**src/ssq_pkg.sv**
```systemverilog
// Shared constants, types and register map of the strain bridge sequencer
package ssq_pkg;
  localparam int ADDR_W = 8;
  localparam logic [7:0] OFF_MODE = 8'h08;
  localparam logic [7:0] OFF_CFG3 = 8'h0C;
  localparam logic [7:0] OFF_AVG = 8'h10;
  localparam logic [7:0] OFF_CTRL = 8'h14;
  localparam logic [7:0] OFF_STAT = 8'h18;
  localparam logic [7:0] OFF_RES = 8'h1C;
  // Field positions
  localparam int POS_SINGLE = 2;
  localparam int POS_CYTIME = 4;
  localparam int POS_BRIDGE = 14;
  localparam int POS_MFAKE = 16;
  localparam int POS_ADJUST = 4;
  localparam int POS_STRETCH = 12;
  localparam int POS_LEAD = 17;
  localparam int POS_START = 0;
  localparam int POS_STOP = 1;
  // Reset values
  localparam logic [9:0] RST_CYTIME = 10'h050;
  localparam logic [9:0] RST_AVRATE = 10'h002;
  localparam logic [5:0] RST_ADJUST = 6'h04;
  localparam logic [2:0] RST_LEAD = 3'h1;
  // Timing
  localparam int CLK_PERIOD_NS = 5;
  localparam int FAST_STEP_NS = 2000;
  localparam int FAST_STEP_CYC = FAST_STEP_NS / CLK_PERIOD_NS;
  localparam int SLOW_STEP_US = 100;
  localparam int PAIR_GAP2_US = 200;
  localparam int PAIR_GAP3_US = 300;
  localparam logic [9:0] PAIR_GAP2_TICKS = 10'(PAIR_GAP2_US / SLOW_STEP_US);
  localparam logic [9:0] PAIR_GAP3_TICKS = 10'(PAIR_GAP3_US / SLOW_STEP_US);
  localparam int DISCH_TIMEOUT_US = 1000;
  localparam logic [19:0] DISCH_TIMEOUT_CYC = 20'(DISCH_TIMEOUT_US * 1000 / CLK_PERIOD_NS);
  localparam logic [4:0] COMP_CYCLES = 5'h06;
  localparam logic [4:0] TEMP_CYCLES = 5'h01;
  localparam logic [23:0] RES_MAX = 24'h7F_FFFF;
  localparam logic [23:0] RES_MIN = 24'h80_0000;

  typedef enum logic [2:0] {
    ST_SLEEP = 3'b000,
    ST_WARM = 3'b001,
    ST_DISCH = 3'b010,
    ST_CHARGE = 3'b011,
    ST_GAP = 3'b100,
    ST_PAIR = 3'b101,
    ST_DIV = 3'b110
  } ssq_state_e;

  typedef struct packed {
    logic single_conv;
    logic [1:0] stretch;
    logic [9:0] cytime;
    logic [1:0] bridge;
    logic [1:0] mfake;
    logic [5:0] adjust;
    logic [2:0] lead;
    logic [9:0] avrate;
  } ssq_cfg_s;
endpackage

```
**src/ssq_top.sv**
```systemverilog
// Strain bridge measurement sequencer with register port
`timescale 1ns/10ps
module ssq_top (
  input wire logic clk_i,
  input wire logic reset_n_i,
  input wire logic [ssq_pkg::ADDR_W-1:0] addr_i,
  input wire logic [31:0] wr_data_i,
  input wire logic wr_en_i,
  input wire logic rd_en_i,
  output logic [31:0] rd_data_o,
  input wire logic comp_trip_i,
  input wire logic slow_osc_i,
  output logic discharge_o,
  output logic [2:0] gauge_sel_o,
  output logic hs_osc_en_o,
  output logic sleep_o
);
  ssq_pkg::ssq_cfg_s cfg;
  ssq_pkg::ssq_state_e state;
  ssq_pkg::ssq_state_e next_state;
  logic [1:0] pins_s;
  logic slow_d;
  logic tick;
  logic comp_s;
  logic [19:0] fast_cnt;
  logic [9:0] tick_cnt;
  logic [2:0] cyc_idx;
  logic [9:0] smp_cnt;
  logic [4:0] ext_cnt;
  logic in_extra;
  logic pair_odd;
  logic signed [35:0] acc;
  logic [23:0] bridge_result_word;
  logic new_result;
  logic overflow;
  logic stop_req;
  logic div_start;
  logic div_done;
  logic [35:0] div_q;
  logic [35:0] acc_mag;
  logic acc_neg;
  logic [23:0] sat_res;
  logic disch_end;
  logic last_disch;
  logic stretched;
  logic [19:0] cyc_lim;
  logic [19:0] disch_lim;
  logic [9:0] avr_eff;
  logic [4:0] extra_total;
  logic [9:0] pair_ticks;
  logic start_wr;
  logic res_rd;

  function automatic logic [2:0] bridge_last(input logic [1:0] bt);
    case (bt)
      2'd0: bridge_last = 3'd1;
      2'd1: bridge_last = 3'd3;
      default: bridge_last = 3'd7;
    endcase
  endfunction

  function automatic logic osc_on(input ssq_pkg::ssq_state_e st, input logic str);
    case (st)
      ssq_pkg::ST_SLEEP: osc_on = 1'b0;
      ssq_pkg::ST_GAP: osc_on = 1'b0;
      ssq_pkg::ST_DIV: osc_on = !str;
      default: osc_on = 1'b1;
    endcase
  endfunction

  ssq_sync #(.W(2)) u_sync (
    .clk_i(clk_i),
    .reset_n_i(reset_n_i),
    .async_i({slow_osc_i, comp_trip_i}),
    .sync_o(pins_s)
  );

  assign comp_s = pins_s[0];
  assign tick = pins_s[1] && !slow_d;
  assign stretched = cfg.stretch != 2'd0;
  assign cyc_lim = 20'(cfg.cytime * ssq_pkg::FAST_STEP_CYC);
  assign disch_lim = stretched ? ssq_pkg::DISCH_TIMEOUT_CYC : cyc_lim;
  assign avr_eff = (cfg.avrate == 10'd0) ? 10'd1 : cfg.avrate;
  assign extra_total = ssq_pkg::COMP_CYCLES + (5'd1 << cfg.mfake) + ssq_pkg::TEMP_CYCLES;
  assign pair_ticks = cfg.stretch[0] ? ssq_pkg::PAIR_GAP3_TICKS : ssq_pkg::PAIR_GAP2_TICKS;
  assign disch_end = (state == ssq_pkg::ST_DISCH) && (comp_s || fast_cnt >= disch_lim);
  assign last_disch = in_extra && (ext_cnt == extra_total - 5'd1);
  assign start_wr = wr_en_i && addr_i == ssq_pkg::OFF_CTRL && wr_data_i[ssq_pkg::POS_START];
  assign res_rd = rd_en_i && addr_i == ssq_pkg::OFF_RES;
  assign acc_neg = acc[35];
  assign acc_mag = acc_neg ? 36'(-acc) : 36'(acc);
  assign sat_res = acc_neg ? ((div_q > 36'h80_0000) ? ssq_pkg::RES_MIN : 24'(-div_q))
                           : ((div_q > 36'h7F_FFFF) ? ssq_pkg::RES_MAX : div_q[23:0]);

  ssq_div u_div (
    .clk_i(clk_i),
    .reset_n_i(reset_n_i),
    .start_i(div_start),
    .dividend_i(acc_mag),
    .divisor_i(avr_eff),
    .done_o(div_done),
    .quotient_o(div_q)
  );

  // Configuration registers
  always_ff @(posedge clk_i) begin
    if (!reset_n_i) begin
      cfg <= '{single_conv: 1'b0, stretch: 2'd0, cytime: ssq_pkg::RST_CYTIME, bridge: 2'd0,
               mfake: 2'd0, adjust: ssq_pkg::RST_ADJUST, lead: ssq_pkg::RST_LEAD,
               avrate: ssq_pkg::RST_AVRATE};
    end else if (wr_en_i) begin
      case (addr_i)
        ssq_pkg::OFF_MODE: begin
          cfg.single_conv <= wr_data_i[ssq_pkg::POS_SINGLE];
          cfg.cytime <= wr_data_i[ssq_pkg::POS_CYTIME +: 10];
          cfg.bridge <= wr_data_i[ssq_pkg::POS_BRIDGE +: 2];
          cfg.mfake <= wr_data_i[ssq_pkg::POS_MFAKE +: 2];
        end
        ssq_pkg::OFF_CFG3: begin
          cfg.adjust <= wr_data_i[ssq_pkg::POS_ADJUST +: 6];
          cfg.stretch <= wr_data_i[ssq_pkg::POS_STRETCH +: 2];
          cfg.lead <= wr_data_i[ssq_pkg::POS_LEAD +: 3];
        end
        ssq_pkg::OFF_AVG: cfg.avrate <= wr_data_i[9:0];
        default: ;
      endcase
    end
  end

  // Read port, unmapped addresses read zero
  always_ff @(posedge clk_i) begin
    if (!reset_n_i) begin
      rd_data_o <= '0;
    end else begin
      rd_data_o <= '0;
      if (rd_en_i) begin
        case (addr_i)
          ssq_pkg::OFF_MODE: rd_data_o <= 32'({cfg.mfake, cfg.bridge, cfg.cytime, 1'b0, cfg.single_conv, 2'b00});
          ssq_pkg::OFF_CFG3: rd_data_o <= 32'({cfg.lead, 3'b000, cfg.stretch, 2'b00, cfg.adjust, 4'h0});
          ssq_pkg::OFF_AVG: rd_data_o <= 32'(cfg.avrate);
          ssq_pkg::OFF_STAT: rd_data_o <= 32'({overflow, sleep_o, new_result, state != ssq_pkg::ST_SLEEP});
          ssq_pkg::OFF_RES: rd_data_o <= {8'h00, bridge_result_word};
          default: rd_data_o <= '0;
        endcase
      end
    end
  end

  // Sequencing state
  always_comb begin
    next_state = state;
    case (state)
      ssq_pkg::ST_SLEEP:
        if (start_wr) begin
          next_state = stretched ? ssq_pkg::ST_WARM : ssq_pkg::ST_DISCH;
        end
      ssq_pkg::ST_WARM:
        if (tick_cnt >= 10'(cfg.lead)) begin
          next_state = ssq_pkg::ST_DISCH;
        end
      ssq_pkg::ST_DISCH:
        if (disch_end) begin
          if (!stretched) begin
            next_state = ssq_pkg::ST_CHARGE;
          end else if (cfg.stretch != 2'd1 && !pair_odd && !last_disch) begin
            next_state = ssq_pkg::ST_PAIR;
          end else if (last_disch) begin
            next_state = ssq_pkg::ST_DIV;
          end else begin
            next_state = ssq_pkg::ST_GAP;
          end
        end
      ssq_pkg::ST_CHARGE:
        if (fast_cnt + 20'd1 >= cyc_lim) begin
          next_state = (in_extra && ext_cnt == extra_total) ? ssq_pkg::ST_DIV : ssq_pkg::ST_DISCH;
        end
      ssq_pkg::ST_PAIR:
        if (tick && tick_cnt + 10'd1 >= pair_ticks) begin
          next_state = ssq_pkg::ST_DISCH;
        end
      ssq_pkg::ST_GAP:
        if (tick && tick_cnt + 10'd1 >= cfg.cytime) begin
          next_state = ssq_pkg::ST_WARM;
        end
      ssq_pkg::ST_DIV:
        if (div_done) begin
          if (cfg.single_conv || stop_req) begin
            next_state = ssq_pkg::ST_SLEEP;
          end else begin
            next_state = stretched ? ssq_pkg::ST_GAP : ssq_pkg::ST_DISCH;
          end
        end
      default: next_state = ssq_pkg::ST_SLEEP;
    endcase
  end

  always_ff @(posedge clk_i) begin
    if (!reset_n_i) begin
      state <= ssq_pkg::ST_SLEEP;
      hs_osc_en_o <= 1'b0;
      sleep_o <= 1'b1;
      div_start <= 1'b0;
      slow_d <= 1'b0;
    end else begin
      state <= next_state;
      hs_osc_en_o <= osc_on(next_state, stretched);
      sleep_o <= next_state == ssq_pkg::ST_SLEEP;
      div_start <= next_state == ssq_pkg::ST_DIV && state != ssq_pkg::ST_DIV;
      slow_d <= pins_s[1];
    end
  end

  // Timers: fast from discharge start, slow ticks per wait state
  always_ff @(posedge clk_i) begin
    if (!reset_n_i) begin
      fast_cnt <= '0;
      tick_cnt <= '0;
    end else begin
      if (next_state == ssq_pkg::ST_DISCH && state != ssq_pkg::ST_DISCH) begin
        fast_cnt <= '0;
      end else if (fast_cnt != 20'hF_FFFF) begin
        fast_cnt <= fast_cnt + 20'd1;
      end
      if (next_state != state) begin
        tick_cnt <= '0;
      end else if (tick) begin
        tick_cnt <= tick_cnt + 10'd1;
      end
    end
  end

  // Discharge outputs
  always_ff @(posedge clk_i) begin
    if (!reset_n_i) begin
      discharge_o <= 1'b0;
      gauge_sel_o <= '0;
    end else begin
      discharge_o <= next_state == ssq_pkg::ST_DISCH && !disch_end;
      gauge_sel_o <= in_extra ? 3'd0 : cyc_idx;
    end
  end

  // Position within the sequence
  always_ff @(posedge clk_i) begin
    if (!reset_n_i) begin
      cyc_idx <= '0;
      smp_cnt <= '0;
      ext_cnt <= '0;
      in_extra <= 1'b0;
      pair_odd <= 1'b0;
    end else if (state == ssq_pkg::ST_DIV || state == ssq_pkg::ST_SLEEP) begin
      cyc_idx <= '0;
      smp_cnt <= '0;
      ext_cnt <= '0;
      in_extra <= 1'b0;
      pair_odd <= 1'b0;
    end else if (disch_end) begin
      pair_odd <= !pair_odd;
      if (in_extra) begin
        ext_cnt <= ext_cnt + 5'd1;
      end else if (cyc_idx == bridge_last(cfg.bridge)) begin
        cyc_idx <= '0;
        if (smp_cnt + 10'd1 >= avr_eff) begin
          in_extra <= 1'b1;
        end else begin
          smp_cnt <= smp_cnt + 10'd1;
        end
      end else begin
        cyc_idx <= cyc_idx + 3'd1;
      end
    end
  end

  // Ratio accumulation: even gauge adds, odd gauge subtracts
  always_ff @(posedge clk_i) begin
    if (!reset_n_i) begin
      acc <= '0;
      overflow <= 1'b0;
    end else begin
      if (state == ssq_pkg::ST_SLEEP && start_wr) begin
        overflow <= 1'b0;
      end else if (disch_end && !comp_s) begin
        overflow <= 1'b1;
      end
      if (div_done || state == ssq_pkg::ST_SLEEP) begin
        acc <= '0;
      end else if (disch_end && !in_extra) begin
        acc <= cyc_idx[0] ? acc - 36'(fast_cnt) : acc + 36'(fast_cnt);
      end
    end
  end

  // Result word, one LSB per 10 nV/V after calibration
  always_ff @(posedge clk_i) begin
    if (!reset_n_i) begin
      bridge_result_word <= '0;
      new_result <= 1'b0;
      stop_req <= 1'b0;
    end else begin
      if (div_done) begin
        bridge_result_word <= sat_res;
      end
      if (div_done) begin
        new_result <= 1'b1;
      end else if (res_rd) begin
        new_result <= 1'b0;
      end
      if (wr_en_i && addr_i == ssq_pkg::OFF_CTRL && wr_data_i[ssq_pkg::POS_STOP]) begin
        stop_req <= 1'b1;
      end else if (state == ssq_pkg::ST_SLEEP) begin
        stop_req <= 1'b0;
      end
    end
  end

  // Checks
  logic [12:0] disch_seen;
  logic [12:0] disch_expect;
  assign disch_expect = 13'(13'(bridge_last(cfg.bridge)) + 13'd1) * 13'(avr_eff) + 13'(extra_total);

  always_ff @(posedge clk_i) begin
    if (!reset_n_i || state == ssq_pkg::ST_DIV || state == ssq_pkg::ST_SLEEP) begin
      disch_seen <= '0;
    end else if (disch_end) begin
      disch_seen <= disch_seen + 13'd1;
    end
  end
endmodule

```
**src/ssq_sync.sv**
```systemverilog
// Two-stage synchroniser for asynchronous pin levels
`timescale 1ns/10ps
module ssq_sync #(
  parameter int W = 2
) (
  input wire logic clk_i,
  input wire logic reset_n_i,
  input wire logic [W-1:0] async_i,
  output logic [W-1:0] sync_o
);
  logic [W-1:0] meta;

  always_ff @(posedge clk_i) begin
    if (!reset_n_i) begin
      meta <= '0;
      sync_o <= '0;
    end else begin
      meta <= async_i;
      sync_o <= meta;
    end
  end
endmodule

```
**src/ssq_div.sv**
```systemverilog
// Sequential unsigned restoring divider, one quotient bit per clock
`timescale 1ns/10ps
module ssq_div (
  input wire logic clk_i,
  input wire logic reset_n_i,
  input wire logic start_i,
  input wire logic [35:0] dividend_i,
  input wire logic [9:0] divisor_i,
  output logic done_o,
  output logic [35:0] quotient_o
);
  logic [10:0] rem;
  logic [5:0] bit_cnt;
  logic busy;
  logic [10:0] trial;

  assign trial = {rem[9:0], quotient_o[35]};

  always_ff @(posedge clk_i) begin
    if (!reset_n_i) begin
      rem <= '0;
      bit_cnt <= '0;
      busy <= 1'b0;
      done_o <= 1'b0;
      quotient_o <= '0;
    end else begin
      done_o <= 1'b0;
      if (start_i) begin
        rem <= '0;
        quotient_o <= dividend_i;
        bit_cnt <= 6'd36;
        busy <= 1'b1;
      end else if (busy) begin
        if (trial >= {1'b0, divisor_i}) begin
          rem <= trial - {1'b0, divisor_i};
          quotient_o <= {quotient_o[34:0], 1'b1};
        end else begin
          rem <= trial;
          quotient_o <= {quotient_o[34:0], 1'b0};
        end
        bit_cnt <= bit_cnt - 6'd1;
        if (bit_cnt == 6'd1) begin
          busy <= 1'b0;
          done_o <= 1'b1;
        end
      end
    end
  end
endmodule

```
**config.mk**
```make
export PLATFORM = sky130hd
export DESIGN_NAME = ssq_top
export DESIGN_NICKNAME = d
export VERILOG_FILES = /design/src/ssq_pkg.sv /design/src/ssq_top.sv /design/src/ssq_sync.sv /design/src/ssq_div.sv
export SDC_FILE = /design/constraint.sdc
export NUM_CORES = 1
export LEC_CHECK = 0
export BUFFER_PORTS_ARGS = -buffer_cell sky130_fd_sc_hd__buf_2
export CORE_UTILIZATION = 60
export DETAILED_ROUTE_END_ITERATION = 16
export PLACE_DENSITY = 0.86
export SETUP_SLACK_MARGIN = 0.05
export SLEW_MARGIN = 10
export SYNTH_ARGS = -nofsm -noshare
export SYNTH_HDL_FRONTEND = slang
export SYNTH_SLANG_ARGS = --single-unit
```
**constraint.sdc**
```tcl
create_clock -name clk_i -period 6.4 [get_ports clk_i]
set_input_delay 0.64 -clock clk_i [delete_from_list [all_inputs] [get_ports clk_i]]
set_output_delay 0.64 -clock clk_i [all_outputs]
set_load 0.01 [all_outputs]
```
# Word-level counts from Yosys, hierarchy flattened
# Index checks and enable logic that the tools add are counted.
# classes
muxes	48
n_reduce_logical	54
n_eq_ne	25
mul	1
magnitude_cmp	9
n_addsub	14
bitwise_logic	4
shift	1
# ops
op	n
2-to-1 mux 36 bit	4
one-hot mux 24 bit (5 select lines)	1
2-to-1 mux 24 bit	3
2-to-1 mux 3 bit	16
greater-or-equal comparator 20 x 19 -> 1 bit	2
adder 36 x 20 -> 36 bit	1
greater-than comparator 36 x 23 -> 1 bit, second input constant	1
greater-than comparator 36 x 24 -> 1 bit, second input constant	1
negation 36 bit	1
subtractor 36 x 20 -> 36 bit	1
equality test 8 x 5 -> 1 bit, second input constant	4
negation 24 bit	1
one-hot mux 3 bit (7 select lines)	1
adder 10 x 1 -> 10 bit, second input constant	2
adder 20 x 1 -> 20 bit, second input constant	1
greater-or-equal comparator 10 bit	2
2-to-1 mux 10 bit	2
!= test 20 bit, second input constant	1
2-to-1 mux 19 bit	1
logical AND 1 bit	18
equality test 8 x 4 -> 1 bit, second input constant	2
OR reduction 2 bit	8
equality test 3 bit, second input constant	5
multiplier 10 x 5 -> 15 bit, second input constant	1
36 further kinds	76
# word_totals
ff_bits	250
in_bits	46

# Longest topological paths before layout
# Gate-level depths: netlist (run 1).
# logic_depth
depth_word	15
depth_mapped	25
ltp_nobuf	24

# Cells and area by module
# From an unflattened synthesis (run 1), not the netlist that was laid out.
# hier_totals
cells_unflattened	2146
hier_area_um2	16871.2
# by_module_without_submodules
mod	area_each_um2	cells_each	instances	seq_area_each_um2
ssq_top	13770.7	1779	1	3683.5
ssq_div	2995.4	359	1	1081.0
ssq_sync	105.1	8	1	80.1

# Least setup slack after synthesis (run 1)
# Ideal clock, no wire load.
# synth_timing
path_type	reg-to-reg
from	reg cfg[25] (netlist name)
to	reg fast_cnt[19]
path_buffers	1
t_arrival_ps	5054
path_stages_with_launch	21
period_less_slack_ps	5176
slack_ps	1224
path_cell_list	dfxtp_1 > ha_1 > ha_1 > fa_1 > ha_1 > a21oi_1 > o21bai_1 > a21oi_1 > o21ai_0 > xnor2_1 > or2_2 > ha_1 > and2_0 > a221o_1 > a221o_1 > o21ai_0 > nor2_1 > nor4_1 > a31o_2 > buf_2 > nor3b_1
# synth_between
elab_chain_len	10
# synth_rtl
item	line	source
start: declaration	ssq_top.sv:18	ssq_pkg::ssq_cfg_s cfg;
start signal: assignment	ssq_top.sv:108	cfg <= '{single_conv: 1'b0, stretch: 2'd0, cytime: ssq_pkg::RST_CYTIME, bridge: 2'd0,
multiplier 10 x 5 -> 15 bit	ssq_top.sv:81	assign cyc_lim = 20'(cfg.cytime * ssq_pkg::FAST_STEP_CYC);
2-to-1 mux 19 bit	ssq_top.sv:82	assign disch_lim = stretched ? ssq_pkg::DISCH_TIMEOUT_CYC : cyc_lim;
greater-or-equal comparator 20 x 19 -> 1 bit	ssq_top.sv:86	assign disch_end = (state == ssq_pkg::ST_DISCH) && (comp_s || fast_cnt >= disch_lim);
logical OR 1 bit	ssq_top.sv:86	
logical AND 1 bit	ssq_top.sv:86	
2-to-1 mux 3 bit	ssq_top.sv:162	if (disch_end) begin
one-hot mux 3 bit (7 select lines) (*)	ssq_top.sv:152	case (state)
equality test 3 x 2 -> 1 bit (*)	ssq_top.sv:219	if (next_state == ssq_pkg::ST_DISCH && state != ssq_pkg::ST_DISCH) begin
logical AND 1 bit (*)	ssq_top.sv:219	
OR reduction 2 bit (no line) (*)	-	
end signal: assignment	ssq_top.sv:222	fast_cnt <= fast_cnt + 20'd1;
end: declaration	ssq_top.sv:25	logic [19:0] fast_cnt;
# Every way passes the cells marked *; elsewhere a longest branch is shown, timed or not.
# A chain may end at the register's enable or synchronous reset.

# Worst setup path after layout (run 1)
# layout_timing
from	reg cfg[27] (netlist name)
to	reg fast_cnt[19]
# Same word-level chain as after synthesis.

==> impl_results.md, run 1 <==
* IO Count at between 80 and 90
* DP HPWL at 32200 µm
* Die W at 169 µm
* Crit path DAT at 6.42 ns
* Worst Hold Margin at 0.298 ns
* Top cell by count, worst path: ha_1
* Synth top area share at 28.9%
* Slew HR at 21.2%
* Critical path type: reg2reg
* I/O Buffers at 63
* Total power at about 3.5 mW
* Core area at 27200 µm²
* Crit-path max FO at 20
* Clk sink count at 242
* Post-route ant nets at 0
* YS warnings at 0
* Status: completed
* RSZ-0062 raised after global routing: no
* Fraction of layout cells with a size suffix above 1 at 8.56%
* Top post-synthesis cells by area: dfxtp_1 (29%), ha_1 (11%), a21oi_1 (5.6%)
* Critical Path Start Type: flop
* Worst r2r src: cfg[27]$_SDFFE_PN1P_
* H-tree levels at 1
* Die ar. at 28600 µm²
* Routed vias at between 15000 and 20000
* Die Ht at 169 µm
* Post-synthesis cell type count at 77
* Vias in the first global route at about 15000
* Gr usage total at 30.9%
* Buf+Inv Stages, Crit Path at 3
* Tightest Pin Transition at 1.18 ns
* Total of max-cap violations at 0
* Root Buffer: clkbuf_16
* Clk buf depth at 3
* DR WL/cell at 17.8 µm
* CP Capture Type: flop
* Tmin final at 6.00 ns
* Register area at roughly 4800 µm²
* Final Hold Fails at 0
* Global placement routability congestion at 0.965
* Leading area contributor after synthesis: dfxtp_1
* FFs w/ async S/R, synth at 0%
* Num CTS Buffers at 27
* FF-to-FF End: fast_cnt[19]$_SDFFE_PP0P_
* Slowest CP cell: dfxtp_1
* Multi-input gate area at 11100 µm²
* Post-synthesis sequential area ratio at 28.9%
* Number of diodes at 0
* Setup violations, final at 0
* Final nets at 2322
* Worst hold stages at 2
* Final slew viol count at 0
* CP Cell Sequence: ha_1 -> ha_1 -> inv_1 -> fa_1 -> inv_1 -> ha_1 -> inv_1 -> o21bai_1 -> a21oi_1 -> o21ai_0 -> xnor2_1 -> or2_2 -> ha_1 -> and2_0 -> a221o_1 -> a221o_1 -> o21a_1 -> o21ai_0 -> nand4_1 -> nor2_1 -> a31o_2 -> nor3b_1
* Vias per cell at 6.28
* Critical Path RT at roughly 6.8 ns
* Setup TNS at 0 ns
* Mapped Area at 16700 µm²
* Area Overhead vs Synth at 8.61%
* Syn avg cell area at 7.85 µm²
* Post-Syn Instances at around 2100
* FF+latch count, synth at 242
* Antenna violations before repair at 0
* Final WL at roughly 45000 µm
* Hold Startpoint: slow_osc_i
* Clk Latency, worst-skew pair at 0.55 ns
* Final global-route overflow total at 0
* DR pass1 iterations at 6
* Final period utilization at 93.8%
* Largest net degree at the start of global routing at 89
* Initial DRC count at 1780
* Max Freq at 0.167 GHz
* Layout filler cell count at ~2200
* PwrDens at 192 nW/µm²
* Row count at 60
* Number of hold buffers added after CTS at 0
* Top delay family on crit path: compound AO/OA/AOI/OAI gates
* Main flop type after synthesis: dfxtp_1
* Leakage at 7.71 nW
* Reg clk slew, reported paths at 0.06 ns
* Clk_skew at ~0.014 ns
* Crit-path max cell delay at 0.54 ns
* Worst Hold End: u_sync.meta[1]$_SDFF_PN0_
* Starting Density at 61.6%
* Post-synth EDFFs at 0
* Worst hold path type: in2reg
* CTS tree: built
* R2R Setup Slk at 0.40 ns
* R2R cell count at 22
* Remaining design rule violation count at 0
* Worst vdd rail ir drop at approximately 0.25 mV
* First-pass GRT wire length at 73000 µm
-- timing repair --
| item | in CTS | in global routing |
|---|---|---|
| gates resized for setup | 0 | 3 |
| buffers inserted | 0 | 1 |
| setup endpoints to repair | 0 | 30 |
-- worst register-to-register path: stages, from the launching register on --
cell	delay, ns
dfxtp_1	0.54
ha_1	0.31
ha_1	0.27
inv_1	0.05
fa_1	0.49
inv_1	0.04
ha_1	0.28
inv_1	0.11
o21bai_1	0.09
a21oi_1	0.28
o21ai_0	0.22
xnor2_1	0.20
or2_2	0.29
ha_1	0.30
and2_0	0.20
a221o_1	0.32
a221o_1	0.42
o21a_1	0.29
o21ai_0	0.16
nand4_1	0.20
nor2_1	0.21
a31o_2	0.49
nor3b_1	0.12
-- sequential cells by signal (all words and copies together), names as in the netlist, 2 cells and up --
name / count
acc: 36
cfg: 36
u_div.quotient_o: 36
bridge_result_word: 24
rd_data_o: 24
fast_cnt: 20
smp_cnt: 10
tick_cnt: 10
u_div.rem: 10
u_div.bit_cnt: 6
ext_cnt: 5
cyc_idx: 3
gauge_sel_o: 3
state: 3
u_sync.meta: 2
u_sync.sync_o: 2
-- cell families after synthesis --
group | after synthesis | synth area share [%]
compound gates | 549 | 21.0
mux | 23 | 1.40
flops | 242 | 28.9
simple gates | 762 | 22.5
other cells | 1 | 0.0224
xor+xnor | 166 | 8.68
buf+inv | 231 | 5.38
fa+ha+maj | 158 | 12.1
-- per-layer routing --
| metal | global-route usage, % | share of wire [%] |
|---|---|---|
| met1 | 40.7 | 42 |
| met2 | 51.5 | 46 |
| met4 | 11.7 | 3.8 |
| met3 | 4.12 | 7.6 |
| met5 | 0 | 0 |
-- worst max-delay path by stage --
| stage | to | startpoint | slack (ns) | cells past startpoint |
|---|---|---|---|---|
| 6_report | fast_cnt[19]$_SDFFE_PP0P_ | cfg[27]$_SDFFE_PN1P_ | 0.40 | 22 |
| 4_1_cts | tick_cnt[1]$_SDFFE_PP0P_ | cfg[27]$_SDFFE_PN1P_ | 0.32 | 23 |
| 5_1_grt | fast_cnt[19]$_SDFFE_PP0P_ | cfg[27]$_SDFFE_PN1P_ | 0.16 | 24 |
| 3_3_place_gp | tick_cnt[4]$_SDFFE_PP0P_ | cfg[27]$_SDFFE_PN1P_ | 0.62 | 23 |
| 3_5_place_dp | tick_cnt[1]$_SDFFE_PP0P_ | cfg[27]$_SDFFE_PN1P_ | 0.37 | 23 |
| 2_1_floorplan | fast_cnt[19]$_SDFFE_PP0P_ | cfg[25]$_SDFFE_PN0P_ | 1.22 | 20 |
-- layout by cell type, fill, tap and decap left out, types with 9 or more instances in the layout --
cell       instances
nor2b_1           39
or2_2             12
a31o_2             9
buf_2             63
o21a_1            11
o31ai_1           24
a21oi_1          186
a31oi_1           19
nand2_1          203
nand4_1           31
xnor2_1           90
o41ai_1            9
nor2_1           184
dfxtp_1          239
clkbuf_16         27
nor4_1            18
buf_4             28
nand2b_1          19
o21ai_0           88
nor3_1            41
and3_1            26
a21o_1            46
and2_1            25
nand3_1           86
inv_1             87
ha_1             151
a22oi_1           13
xor2_1            76
or3_1             23
o21bai_1          10
mux2i_1           19
o211ai_1          13
a211oi_1          68
or4_1             15
-- synth_stat cells, drive strengths merged, types with 4 or more instances --
master / instances
o21bai: 10
a211oi: 70
a31o: 9
o211ai: 14
o41ai: 9
and4: 5
nor4: 18
nor2: 185
fa: 7
a21boi: 4
o21a: 11
xor2: 76
nor3: 43
or2: 12
nor3b: 4
nand2b: 19
buf: 19
and3: 26
or3: 25
nand4: 31
nand2: 203
inv: 88
and2: 26
mux2: 4
a21oi: 186
a211o: 5
mux2i: 19
clkbuf: 123
a221oi: 4
nand4b: 6
a21o: 46
a31oi: 19
nand3: 86
or4: 17
o31ai: 24
a22oi: 13
ha: 151
or3b: 4
a311oi: 4
nor2b: 39
nand3b: 5
o21ai: 90
xnor2: 90
dfxtp: 242
-- power by group --
group	internal, mW	switching, mW	leakage (nW)
clock network	0.990	0.662	0.457
registers	1.51	0.00820	1.95
logic	0.124	0.189	5.30
-- stage by stage --
step | util, % | instances | worst slack [ns] | area [µm²]
2_1_floorplan | - | 2139 | 1.22 | 16800
3_3_place_gp | 63.4 | 2459 | 0.623 | 17200
3_5_place_dp | 63.4 | 2459 | 0.374 | 17200
4_1_cts | 66.8 | 2507 | 0.323 | 18200
5_1_grt | 66.9 | 2509 | 0.160 | 18200
6_report | 66.9 | 2509 | 0.396 | 18200
-- cell type report --
cell class	instances	share of cell area, %
multi-input cells	1666	60.8
flip-flops and latches	242	26.7
clock buffers	32	3.87
repair buffers	92	3.00
well taps	372	2.56
inverters	89	1.84
clock inverters	16	1.24
(Power assumes the default switching activity.)
==> run 2, diff against run 1 <==
- MAX_ROUTING_LAYER: unset -> met4
==> run 2 against run 1 <==
  * Fmax rose by 0.19%
  * Via count fell by 0.27%
  * Clock-buffer cell count rose by 1
  * Critical path type unchanged
  * Global-route usage increased by 0.58 points
  * Largest power group unchanged
  * Combinational power is essentially flat
  * First-iteration DRC count down 11%
  * Sequential power about the same
==> impl_results.md, run 2 (same netlist as run 1, synthesis figures left out) <==
* Status: completed
* Gr usage total at 31.5% (+0.58 points)
* Starting Density at 61.6% (unchanged)
* Num CTS Buffers at 28 (+3.7%)
* CP Cell Sequence: ha_1 -> ha_1 -> fa_1 -> ha_1 -> a21oi_1 -> o21bai_1 -> a21o_1 -> a21o_1 -> a31oi_1 -> o21ai_0 -> xnor2_1 -> nand2b_1 -> ha_1 -> and4b_1 -> nand4_1 -> a211oi_2 -> o21a_1 -> nand2b_1 -> nor2_1 -> buf_4 -> nand3b_1 -> xnor2_1 -> nor2b_1
* Reg clk slew, reported paths at 0.06 ns (about the same)
* Tightest Pin Transition at 1.37 ns (+0.194 ns)
* Core area at 27200 µm² (unchanged)
* CP Capture Type: flop
* H-tree levels at 1 (unchanged)
* Area Overhead vs Synth at 9.12%
* Leakage at 7.73 nW (+0.19%)
* RSZ-0062 raised after global routing: no
* Worst hold path type: in2reg
* Global placement routability congestion at 0.963 (-0.20%)
* Root Buffer: clkbuf_16
* PwrDens at 199 nW/µm² (+3.9%)
* Setup TNS at 0 ns (unchanged)
* CTS tree: built
* I/O Buffers at 63 (unchanged)
* Slew HR at 7.99% (-13 points)
* Max Freq at 0.167 GHz (+0.19%)
* Initial DRC count at 1576 (-11%)
* Vias per cell at 6.27 (-0.19%)
* Final global-route overflow total at 0 (unchanged)
* Die ar. at 28600 µm² (unchanged)
* Fin util at 67.2% (+0.32 points)
* Final period utilization at 93.6% (-0.18 points)
* DP HPWL at 32400 µm (+0.73%)
* Largest net degree at the start of global routing at 89 (unchanged)
* Crit-path max cell delay at 0.52 ns (-0.02 ns)
* DR WL/cell at 17.9 µm (+0.19%)
* Post-route ant nets at 0 (unchanged)
* Crit-path max FO at 9 (-55%)
* First-pass GRT wire length at 71900 µm (-1.5%)
* DR pass1 iterations at 7 (+1)
* Total of max-cap violations at 0 (unchanged)
* Number of diodes at 0 (unchanged)
* Antenna violations before repair at 0 (unchanged)
* Clk_skew at 0.0235 ns (+0.00942 ns)
* Clk sink count at 242 (unchanged)
* Row count at 60 (unchanged)
* Final nets at 2317 (-0.22%)
* Die Ht at 169 µm (unchanged)
* Clk buf depth at 3 (unchanged)
* Worst vdd rail ir drop at 0.213 mV (-17%)
* Fraction of layout cells with a size suffix above 1 at 8.52% (-0.039 points)
* Crit path DAT at 6.45 ns (+0.03 ns)
* Final slew viol count at 0 (unchanged)
* Commonest cells after routing, fill and taps aside: dfxtp_1 (239), nand2_1 (203), a21oi_1 (186), nor2_1 (184), ha_1 (151)
* Vias in the first global route at 14400 (-2.0%)
* Final WL at 44800 µm (+0.11%)
* IO Count at 84 (unchanged)
* Regs by FF count: acc (36), cfg (36), u_div.quotient_o (36)
* Slowest CP cell: dfxtp_1
* Die W at 169 µm (unchanged)
* Critical Path Start Type: flop
* Final Hold Fails at 0 (unchanged)
* Remaining design rule violation count at 0 (unchanged)
* Commonest non-fill, non-tap cell in the layout: dfxtp_1
* Critical path type: reg2reg
* Setup violations, final at 0 (unchanged)
* Clk Latency, worst-skew pair at 0.57 ns (+0.02 ns)
* Critical Path RT at 6.85 ns (+0.03 ns)
* Number of hold buffers added after CTS at 0 (unchanged)
* Routed vias at 15700 (-0.27%)
* Top cell by count, worst path: ha_1
* Tmin final at 5.99 ns (-0.0116 ns)
## run 2: what timing repair did
item                       CTS  global route
buffers inserted             0             1
setup endpoints to repair    0            30
resized for setup            0             3
## run 2: worst max-delay path: cells and delay by family (launching register included)
kind,cells,cell delay [ns]
compound gates,8,1.81
xor+xnor,2,0.40
fa+ha+maj,5,1.78
buf+inv,1,0.21
flops,1,0.52
simple gates,7,1.15
## run 2: power breakdown
group | internal, mW | switching, mW | total [mW] | leakage (nW)
Combinational | 0.125 | 0.188 | 0.312 | 5.27
Sequential | 1.51 | 0.00808 | 1.52 | 1.95
Clock | 1.12 | 0.688 | 1.81 | 0.502
Total | 2.75 | 0.884 | 3.64 | 7.73
## run 2: final timing paths
check	from	end	slack (ns)	depth (start not counted)
worst max register to register	cfg[26]$_SDFFE_PN0P_	smp_cnt[4]$_SDFFE_PP0P_	0.41	23
worst min-delay path	comp_trip_i	u_sync.meta[0]$_SDFF_PN0_	0.30	2
worst min register to register	u_sync.meta[1]$_SDFF_PN0_	u_sync.sync_o[1]$_SDFF_PN0_	0.44	1
worst max-delay path	cfg[26]$_SDFFE_PN0P_	smp_cnt[4]$_SDFFE_PP0P_	0.41	23
## run 2: final cells by class
class	count	area, µm²
Clock buffer	33	739
Sequential cell	242	4850
Fill cell	2223	8900
Tap cell	372	465
Inverter	89	334
Multi-Input combinational cell	1666	11100
Clock inverter	19	313
Timing Repair Buffer	86	500
## run 2: per-stage QoR
stage	std cells	worst slack, ns	hold slack, ns	cell area (µm²)	power, mW
after detailed placement	2453	0.306	0.431	17200	1.86
final	2507	0.408	0.300	18300	3.64
after global routing	2507	0.161	0.301	18300	3.73
after global placement	2453	0.631	0.419	17200	1.85
after CTS	2505	0.332	0.300	18200	3.63
after floorplan	2139	1.22	0.412	16800	1.79
## run 2: metal layers
layer,track usage [%],vias up,wire length (µm)
met3,3.48,101,3080
li1,-,7560,-
met4,9.75,0,1170
met1,41.1,7430,19500
met2,51.2,623,21100
met5,-,-,0
